**src/hdl/dpt_pkg.sv**
```systemverilog
package dpt_pkg;
   localparam int DPT_CNT_W = 8;
   localparam int DPT_PSC_W = 7;
   localparam int DPT_ADDR_W = 8;
   localparam logic [7:0] DPT_ADDR_PSC = 8'hd2;
   localparam logic [7:0] DPT_ADDR_CNT = 8'hd3;
   localparam logic [7:0] DPT_ADDR_CSR = 8'hd4;
   localparam logic [7:0] DPT_CNT_RESET = 8'hff;
   localparam logic [6:0] DPT_PSC_RESET = 7'h7f;
   localparam logic [7:0] DPT_CSR_RESET = 8'h00;
   localparam int DPT_BIT_ZERO = 7;
   localparam int DPT_BIT_IRQ_EN = 6;
   localparam int DPT_BIT_RUN = 3;
   localparam int DPT_TAP_LSB = 0;
   localparam int DPT_TAP_W = 3;
   localparam int DPT_PRE_DIV = 12;
   localparam logic [3:0] DPT_PRE_LAST = 4'(DPT_PRE_DIV - 1);
   localparam logic [2:0] DPT_IRQ_VECTOR = 3'h4;
endpackage

```
**src/hdl/dpt_tick_if.sv**
```systemverilog
`timescale 1ns/100ps
interface dpt_tick_if;
   logic in_tick;
   logic run;
   logic load;
   logic [6:0] load_val;
   logic [2:0] tap;
   logic [6:0] value;
   logic out_tick;
   modport ctl (output in_tick, run, load, load_val, tap, input value, out_tick);
   modport prescaler_value (input in_tick, run, load, load_val, tap, output value, out_tick);
endinterface

```
**src/hdl/dpt_timer.sv**
```systemverilog
`timescale 1ns/100ps
// Behaviour
// - counter decrements on each selected prescaler tick; software loads and reads it.
// - prescaler input is internal clock divided by twelve, no other source.
// - seven-bit prescaler counts down on its input tick.
// - counter tick taken from prescaler input or a prescaler bit per tap select.
// - run bit clear forces prescaler to all ones and stops counter.
// - while running, software may load prescaler with any value up to 7Fh.
// - zero flag sets when counter decrements to zero.
// - flag with interrupt enable raises interrupt request on vector four.
// - flag also sets on writing 00h to counter or one to bit 7.
// - reset loads counter FFh, prescaler 7Fh, clears control/status register.
// - count register at data address D3h, read and write.
// - prescaler state readable at data address D2h.
// - enabled interrupt wakes processor from wait since timer keeps counting.
// - a counter write in the same cycle as reaching zero wins; no flag unless the write is 00h.
// - three-bit tap select gives divide by 1 up to 128 in powers of two.
// - control/status at D4h: flag 7, enable 6, run 3, tap 2..0.
module dpt_timer (
   input wire clk,
   input wire rstn,
   input wire [dpt_pkg::DPT_ADDR_W-1:0] addr,
   input wire wr_en,
   input wire [7:0] wr_data,
   output logic [7:0] rd_data,
   output logic irq_req,
   output logic [2:0] irq_vector,
   output logic wake_req
);
   import dpt_pkg::*;
   logic [3:0] div_q;
   logic [3:0] div_d;
   logic [7:0] cnt_q;
   logic [7:0] cnt_d;
   logic zero_q;
   logic zero_d;
   logic irq_en_q;
   logic run_q;
   logic [2:0] tap_q;
   logic [1:0] csr_spare_q;
   logic wr_psc;
   logic wr_cnt;
   logic wr_csr;
   logic div_tick;
   logic cnt_tick;
   logic hit_zero;
   logic sw_set;
   logic [7:0] csr_view;
   logic [7:0] rd_d;

   dpt_tick_if tick_bus ();

   dpt_prescaler u_psc (
      .clk(clk),
      .rstn(rstn),
      .bus(tick_bus)
   );

   assign wr_psc = wr_en && (addr == DPT_ADDR_PSC);
   assign wr_cnt = wr_en && (addr == DPT_ADDR_CNT);
   assign wr_csr = wr_en && (addr == DPT_ADDR_CSR);

   // fixed divide by twelve; cleared to zero while stopped so the phase restarts clean
   assign div_tick = run_q && (div_q == DPT_PRE_LAST);
   assign div_d = !run_q ? 4'h0 : div_tick ? 4'h0 : div_q + 4'h1;

   assign tick_bus.in_tick = div_tick;
   assign tick_bus.run = run_q;
   // a load is only honoured while running, otherwise the prescaler stays at 7Fh
   assign tick_bus.load = wr_psc && run_q;
   assign tick_bus.load_val = wr_data[6:0];
   assign tick_bus.tap = tap_q;
   assign cnt_tick = tick_bus.out_tick && run_q;

   // write beats the decrement, so no flag from a simultaneous zero
   assign cnt_d = wr_cnt ? wr_data :
                  cnt_tick ? cnt_q - 8'h01 : cnt_q;
   assign hit_zero = cnt_tick && !wr_cnt && (cnt_q == 8'h01);
   assign sw_set = (wr_cnt && (wr_data == 8'h00)) ||
                   (wr_csr && wr_data[DPT_BIT_ZERO]);
   // hardware set beats software clear in the same cycle
   assign zero_d = hit_zero || sw_set ? 1'b1 :
                   wr_csr ? wr_data[DPT_BIT_ZERO] : zero_q;

   assign csr_view = {zero_q, irq_en_q, csr_spare_q, run_q, tap_q};
   assign rd_d = (addr == DPT_ADDR_PSC) ? {1'b0, tick_bus.value} :
                 (addr == DPT_ADDR_CNT) ? cnt_q :
                 (addr == DPT_ADDR_CSR) ? csr_view : 8'h00;

   // level request; stays up until software clears the flag or the enable bit
   assign irq_req = zero_q && irq_en_q;
   assign irq_vector = DPT_IRQ_VECTOR;
   assign wake_req = irq_req;

   always_ff @(posedge clk or negedge rstn) begin
      if (!rstn) begin
         div_q <= 4'h0;
         cnt_q <= DPT_CNT_RESET;
      end else begin
         div_q <= div_d;
         cnt_q <= cnt_d;
      end
   end

   always_ff @(posedge clk or negedge rstn) begin
      if (!rstn) begin
         zero_q <= DPT_CSR_RESET[DPT_BIT_ZERO];
         irq_en_q <= DPT_CSR_RESET[DPT_BIT_IRQ_EN];
         run_q <= DPT_CSR_RESET[DPT_BIT_RUN];
         tap_q <= DPT_CSR_RESET[2:0];
         csr_spare_q <= DPT_CSR_RESET[5:4];
      end else begin
         zero_q <= zero_d;
         if (wr_csr) begin
            irq_en_q <= wr_data[DPT_BIT_IRQ_EN];
            run_q <= wr_data[DPT_BIT_RUN];
            tap_q <= wr_data[2:0];
            csr_spare_q <= wr_data[5:4];
         end
      end
   end

   always_ff @(posedge clk or negedge rstn) begin
      if (!rstn) begin
         rd_data <= 8'h00;
      end else begin
         rd_data <= rd_d;
      end
   end
endmodule // dpt_timer

```
**src/hdl/dpt_prescaler.sv**
```systemverilog
`timescale 1ns/100ps
module dpt_prescaler (
   input wire clk,
   input wire rstn,
   dpt_tick_if.prescaler_value bus
);
   import dpt_pkg::*;
   logic [6:0] val_q;
   logic [6:0] val_d;
   logic [7:0] taps_old;
   logic [7:0] taps_new;
   logic step;
   // the prescaler steps down on each input tick while running
   assign step = bus.run && bus.in_tick;
   assign val_d = !bus.run ? DPT_PSC_RESET :
                  bus.load ? bus.load_val :
                  step ? val_q - 7'h01 : val_q;
   // tap 0 is the input tick itself; tap n is a rising edge of bit n-1
   assign taps_old = {val_q, 1'b0};
   assign taps_new = {val_d, 1'b0};
   assign bus.out_tick = (bus.tap == 3'h0) ? step :
                         (step && !taps_old[bus.tap] && taps_new[bus.tap]);
   assign bus.value = val_q;
   always_ff @(posedge clk or negedge rstn) begin
      if (!rstn) begin
         val_q <= DPT_PSC_RESET;
      end else begin
         val_q <= val_d;
      end
   end
endmodule // dpt_prescaler

```
**config.mk**
```make
export PLATFORM = sky130hd
export DESIGN_NAME = dpt_timer
export DESIGN_NICKNAME = d
export VERILOG_FILES = /design/src/hdl/dpt_pkg.sv /design/src/hdl/dpt_tick_if.sv /design/src/hdl/dpt_timer.sv /design/src/hdl/dpt_prescaler.sv
export SDC_FILE = /design/constraint.sdc
export NUM_CORES = 1
export LEC_CHECK = 0
export BUFFER_PORTS_ARGS = -buffer_cell sky130_fd_sc_hd__buf_2
export CORE_ASPECT_RATIO = 0.9
export CORE_MARGIN = 2
export CORE_UTILIZATION = 42
export CTS_BUF_LIST = sky130_fd_sc_hd__clkbuf_4
export DETAILED_ROUTE_END_ITERATION = 10
export PLACE_DENSITY = 0.61
export SLEW_MARGIN = 20
export SYNTH_ARGS = -nofsm -noshare
export SYNTH_HDL_FRONTEND = slang
export SYNTH_SLANG_ARGS = --single-unit
export TNS_END_PERCENT = 100
```
**constraint.sdc**
```tcl
create_clock -name clk -period 4.9 [get_ports clk]
set_input_delay 0.245 -clock clk [delete_from_list [all_inputs] [get_ports clk]]
set_output_delay 0.245 -clock clk [all_outputs]
set_load 0.02 [all_outputs]
```
Word level (Yosys, flattened, before mapping)
Index checks and enable logic that the tools add are counted.
{"block": "word_totals", "regBits": 35, "inputBits": 19, "output_inout_bits": 13, "wordCells": 57}
{"block": "classes", "addsub": 3, "n_lt_le_gt_ge": 1, "n_eq_ne": 5, "muxes": 17, "reduce_logical": 22}
{"cell": "$mux 8", "n": 5}
{"cell": "$eq 8x8->1 const B", "n": 3}
{"cell": "$mux 7", "n": 3}
{"cell": "$logic_and 1x1->1", "n": 14}
{"cell": "$eq 8x1->1 const B", "n": 1}
{"cell": "$logic_not 8->1", "n": 1}
{"cell": "$mux 4", "n": 2}
{"cell": "$sub 8x1->8 const B", "n": 1}
{"cell": "$sub 7x1->7 const B", "n": 1}
{"cell": "$bmux 1 s3", "n": 2}
{"cell": "$mux 1", "n": 5}
{"cell": "$add 4x1->4 const B", "n": 1}
{"cell": "$eq 4x4->1 const B", "n": 1}
{"cell": "$lt 3x4->1 const B", "n": 1}
{"cell": "$reduce_bool 2->1", "n": 2}
{"cell": "$logic_not 3->1", "n": 1}
{"cell": "$logic_not 1->1", "n": 2}
{"cell": "$logic_or 1x1->1", "n": 2}

Longest topological paths before layout
{"block": "depth", "ltp_word": 15, "depth_mapped": 10, "ltp_nobuf": 10}

By module
A second synthesis with hierarchy kept.
{"block": "unflattened", "cells_unflattened": 205, "area_unflattened_um2": 2110.8}
{"mod": "dpt_timer", "n_inst": 1, "cells_per_inst": 131, "area_each_um2": 1481.4, "seq_area_each_um2": 710.7}
{"mod": "dpt_prescaler", "n_inst": 1, "cells_per_inst": 74, "area_each_um2": 629.4, "seq_area_each_um2": 183.9}

Least setup slack after synthesis
No wires, ideal clock.
{"block": "synth_timing", "path_type": "in2reg", "startpoint": "input addr[5] in the netlist's numbering", "endpoint": "register cnt_q[7]", "t_arrival_ns": 2.752, "t_required_ns": 4.823, "setup_slack_ns": 2.071, "stages": 9, "path_buffers": 1, "path_cell_list": "nand4bb_1 > or4b_1 > clkbuf_2 > mux2i_1 > a211o_2 > a2111oi_2 > o21ai_1 > or3_1 > a31oi_1"}
{"block": "synth_via", "elab_chain_len": 11, "elab_cells_between_ends": 14}
{"element": "start: declaration", "line_no": "dpt_timer.sv:22", "source": "input wire [dpt_pkg::DPT_ADDR_W-1:0] addr,"}
{"element": "$eq 8x8->1", "line_no": "dpt_timer.sv:59", "source": "assign wr_psc = wr_en && (addr == DPT_ADDR_PSC);"}
{"element": "$logic_and 1x1->1", "line_no": "dpt_timer.sv:59"}
{"element": "$logic_and 1x1->1", "line_no": "dpt_timer.sv:70", "source": "assign tick_bus.load = wr_psc && run_q;"}
{"element": "$mux 7", "line_no": "dpt_prescaler.sv:16", "source": "bus.load ? bus.load_val :"}
{"element": "$mux 7", "line_no": "dpt_prescaler.sv:15", "source": "assign val_d = !bus.run ? DPT_PSC_RESET :"}
{"element": "$bmux 1 s3", "line_no": "dpt_prescaler.sv:22", "source": "(step && !taps_old[bus.tap] && taps_new[bus.tap]);"}
{"element": "$mux 1 (implied by the code)", "line_no": "dpt_prescaler.sv:22"}
{"element": "$logic_and 1x1->1", "line_no": "dpt_prescaler.sv:22"}
{"element": "$mux 1", "line_no": "dpt_prescaler.sv:21", "source": "assign bus.out_tick = (bus.tap == 3'h0) ? step :"}
{"element": "$logic_and 1x1->1", "line_no": "dpt_timer.sv:73", "source": "assign cnt_tick = tick_bus.out_tick && run_q;"}
{"element": "$reduce_bool 2->1 (no source line)"}
{"element": "end signal: assignment", "line_no": "dpt_timer.sv:101", "source": "cnt_q <= cnt_d;"}
{"element": "end: declaration", "line_no": "dpt_timer.sv:33", "source": "logic [7:0] cnt_q;"}
Several ways; a longest one is shown, not always the timed one. The select of a mux whose other input is x is not followed.
A chain may end at the register's enable or synchronous reset.

Worst setup path after layout
{"block": "layout_timing", "startpoint": "register u_psc.val_q[0] (netlist: u_psc.bus.value[0])", "endpoint": "register cnt_q[7]"}
{"block": "layout_via", "elab_chain_len": 10, "elab_cells_between_ends": 14}
{"element": "start: declaration", "line_no": "dpt_prescaler.sv:8", "source": "logic [6:0] val_q;"}
{"element": "start signal: assignment", "line_no": "dpt_prescaler.sv:28", "source": "val_q <= val_d;"}
{"element": "$sub 7x1->7", "line_no": "dpt_prescaler.sv:17", "source": "step ? val_q - 7'h01 : val_q;"}
{"element": "$mux 7", "line_no": "dpt_prescaler.sv:17"}
{"element": "$mux 7", "line_no": "dpt_prescaler.sv:16"}
{"element": "$mux 7", "line_no": "dpt_prescaler.sv:15"}
{"element": "$bmux 1 s3", "line_no": "dpt_prescaler.sv:22"}
{"element": "$mux 1 (implied by the code)", "line_no": "dpt_prescaler.sv:22"}
{"element": "$logic_and 1x1->1 (*)", "line_no": "dpt_prescaler.sv:22"}
{"element": "$mux 1 (*)", "line_no": "dpt_prescaler.sv:21"}
{"element": "$logic_and 1x1->1 (*)", "line_no": "dpt_timer.sv:73"}
{"element": "$reduce_bool 2->1 (no source line) (*)"}
Mark *: on every way between the ends. The rest lies on a longest branch, timed or not. The select of a mux whose other input is x is not followed.

==> impl_metrics.ini <==
[outcome]
status = finished clean

[clock_network]
clk_pin_slew_ns = 0.12
clock_path_buffers = 2
clock_latency_ns = 0.34
cts.sinks = 35
cts_buffers = 5
cts_root_buf = clkbuf_4
cts_tree = done
ctsHtreeMaxLevel = 2

[cells_and_area]
nets = 265
multiInputGateArea_sq_um = 1107
drive_gt1_share_pct = 30.45
final_common_cell = buf_2
most-common-layout-cells = 28 x buf_2, 23 x nor2_1, 22 x nand2_1
seq_area_sq_um = 894.6
fin_area_sq_um = 2360
nFillCells = 488
diodes = 0
area_delta_synth_final_pct = 11.93

[setup_path]
crit_type = flip-flop to flip-flop
crit_fanout = 6
critPathArrivalTime_ns = 3.38
cp_slowest_stage_delay_ns = 0.66
crit_chain = inv_1, ha_1, nand4b_1, xnor2_1, mux2i_1, a211o_2, a2111oi_2, o21ai_1, or3_1, a31oi_1
cpMaxStageDelayCell = a2111oi_2
startpoint_type = flip-flop
critPathRequiredTime_ns = 5.18
end_kind = flip-flop
r2r_cells = 10

[die]
die_area_sq_um = 5603
die_w_um = 78.68
io_pins = 32
core_area_sq_um = 4835
rows = 24
initial_core_util_pct = 43.61
die_y_um = 71.22

[synthesis]
synthDistinctLibCells = 58
yosysWarnings = 0
ys_ff_latch = 35
synthCells = 217
synth_flop_cell = dfrtp_1
synth_area_per_cell_sq_um = 9.716
async_reset_ff_share_pct = 100.0
yosysSeqAreaShare_pct = 42.43
synth.cell_area_sq_um = 2108
synth_enable_flop_cells = 0

[sta]
rsz0062_at_grt = no
period_share_pct = 63.32
hold-worst-slack_ns = 0.1459
hold_violations = 0
period_needed_ns = 3.103
fmax_mhz = 322.3
slew_viol_final = 0
skew_ns = 0.01492
tns_ns = 0
worst_pin_slew_ns = 0.7641
setup-violations-final = 0
slew_headroom_pct = 49.06

[routing]
ant_nets = 0
vias = 1707
drc = 0
via_per_inst = 5.542
wl_um = 4819
wl_per_cell_um = 15.65
drt_iter0_drc = 92
firstDrtPassIters = 4

[worst_hold_path]
hold_path.class = primary input to flip-flop
holdPathStages = 3

[flow_run]
max_cap_viol_count = 0

[placement]
hpwl_um = 3501
placed_cell_area_sq_um = 2268
numPortBuffers = 28
gp_congestion = 0.8201

[global_route]
grt_usage_pct = 18.54
antenna_found_initial = 0
grt.overflow.total = 0
grt_max_degree = 36
grt_pass1_vias = 1579
grt_pass1_wl_um = 7997

[power]
power_density_nw_per_um2 = 242.3
leakage_nw = 1.079
peakVddDrop_mv = 0.1312
power_uw = 571.8
==> cells in the mapped netlist (2+ instances only) <==
master / count / area share (%)
nor2_1: 23 / 4.1
nand2_1: 22 / 3.9
dfrtp_1: 20 / 24
dfstp_2: 15 / 19
o21ai_0: 13 / 3.1
inv_1: 10 / 1.8
mux2_2: 9 / 4.8
clkbuf_1: 7 / 1.2
nor4_1: 6 / 1.8
a21oi_1: 5 / 1.2
xnor2_1: 5 / 2.1
a22oi_1: 4 / 1.4
buf_4: 4 / 1.4
ha_1: 4 / 2.4
xor2_1: 4 / 1.7
a222oi_1: 3 / 1.4
a31oi_1: 3 / 0.89
and2_1: 3 / 0.89
mux2i_1: 3 / 1.4
nand4b_1: 3 / 1.2
o31ai_1: 3 / 1.1
or2_2: 3 / 0.89
or3_1: 3 / 0.89
a22o_1: 2 / 0.83
and3_1: 2 / 0.59
conb_1: 2 / 0.36
nand3_1: 2 / 0.47
nor3_1: 2 / 0.47
o211ai_1: 2 / 0.71
o21ai_1: 2 / 0.47
==> metal layers <==
metal	GRT usage [%]	vias to the layer above	part of all wire, %
met5	0	-	0
met4	5.458	0	1.3
met3	4.660	7	6.0
met2	25.83	59	43
met1	28.43	815	50
li1	-	826	-
==> flip-flops by register name (all words and copies together) (netlist names) <==
name and flops:
cnt_q 8, rd_data 8, u_psc.bus.value 7, div_q 4
tap_q 3, csr_spare_q 2, irq_en_q 1, run_q 1
zero_q 1
==> report_power, final <==
group / internal (mW) / switching [mW] / leakage [nW]
registers: 0.301 / 0.0120 / 0.434
logic: 0.0196 / 0.0289 / 0.599
clock network: 0.107 / 0.103 / 0.0452
==> cell families after synthesis <==
group | after synthesis | synth area share, %
buffers and inverters | 23 | 5.223
XOR/XNOR | 9 | 3.739
flip-flops | 35 | 42.43
AND/OR/NAND/NOR | 81 | 20.48
AO/OA/AOI/OAI | 49 | 17.57
other | 2 | 0.3562
adder cells (fa/ha/maj) | 4 | 2.374
multiplexers | 14 | 7.834
==> area by class of cell <==
class,count,area share [%]
tap,65,3.446
clock inverter,3,1.856
multi-input combinational,160,46.92
sequential,35,37.91
clock buffer,5,1.591
timing repair buffer,30,6.681
inverter,10,1.591
==> critical path: cells and delay by family, from the launching register on <==
family | cells | cell delay, ns
AOI/OAI and AO/OA | 4 | 1.39
xor gates and xnor gates | 1 | 0.16
adders and majority gates | 1 | 0.19
buffers and inverters | 1 | 0.07
DFF | 1 | 0.57
muxes | 1 | 0.12
and+or+nand+nor | 2 | 0.57
==> per-stage QoR <==
step,std cells,utilization (%),setup slack [ns]
after floorplan,218,-,2.071
after global placement,299,46.92,1.574
after detailed placement,299,46.92,1.529
after CTS,308,48.81,1.781
after global routing,308,48.81,1.476
final,308,48.81,1.797
==> worst paths after layout <==
| path | startpoint | endpoint | slack [ns] |
|---|---|---|---|
| min | wr_data[7] | cnt_q[7] | 0.15 |
| max in group asynchronous | rstn | div_q[0] | 3.90 |
| max | u_psc.bus.value[0] | cnt_q[7] | 1.80 |
| max reg2reg | u_psc.bus.value[0] | cnt_q[7] | 1.80 |
| min reg2reg | div_q[0] | div_q[0] | 0.46 |
| min in group asynchronous | rstn | irq_en_q | 0.49 |
==> repair_timing <==
action | in CTS | in global routing
hold endpoints to repair | 18 | 0
resized for setup | 0 | 0
setup buffers | 0 | 0
hold buffers | 1 | 0
Note: power is estimated with default switching activity, not from simulation.
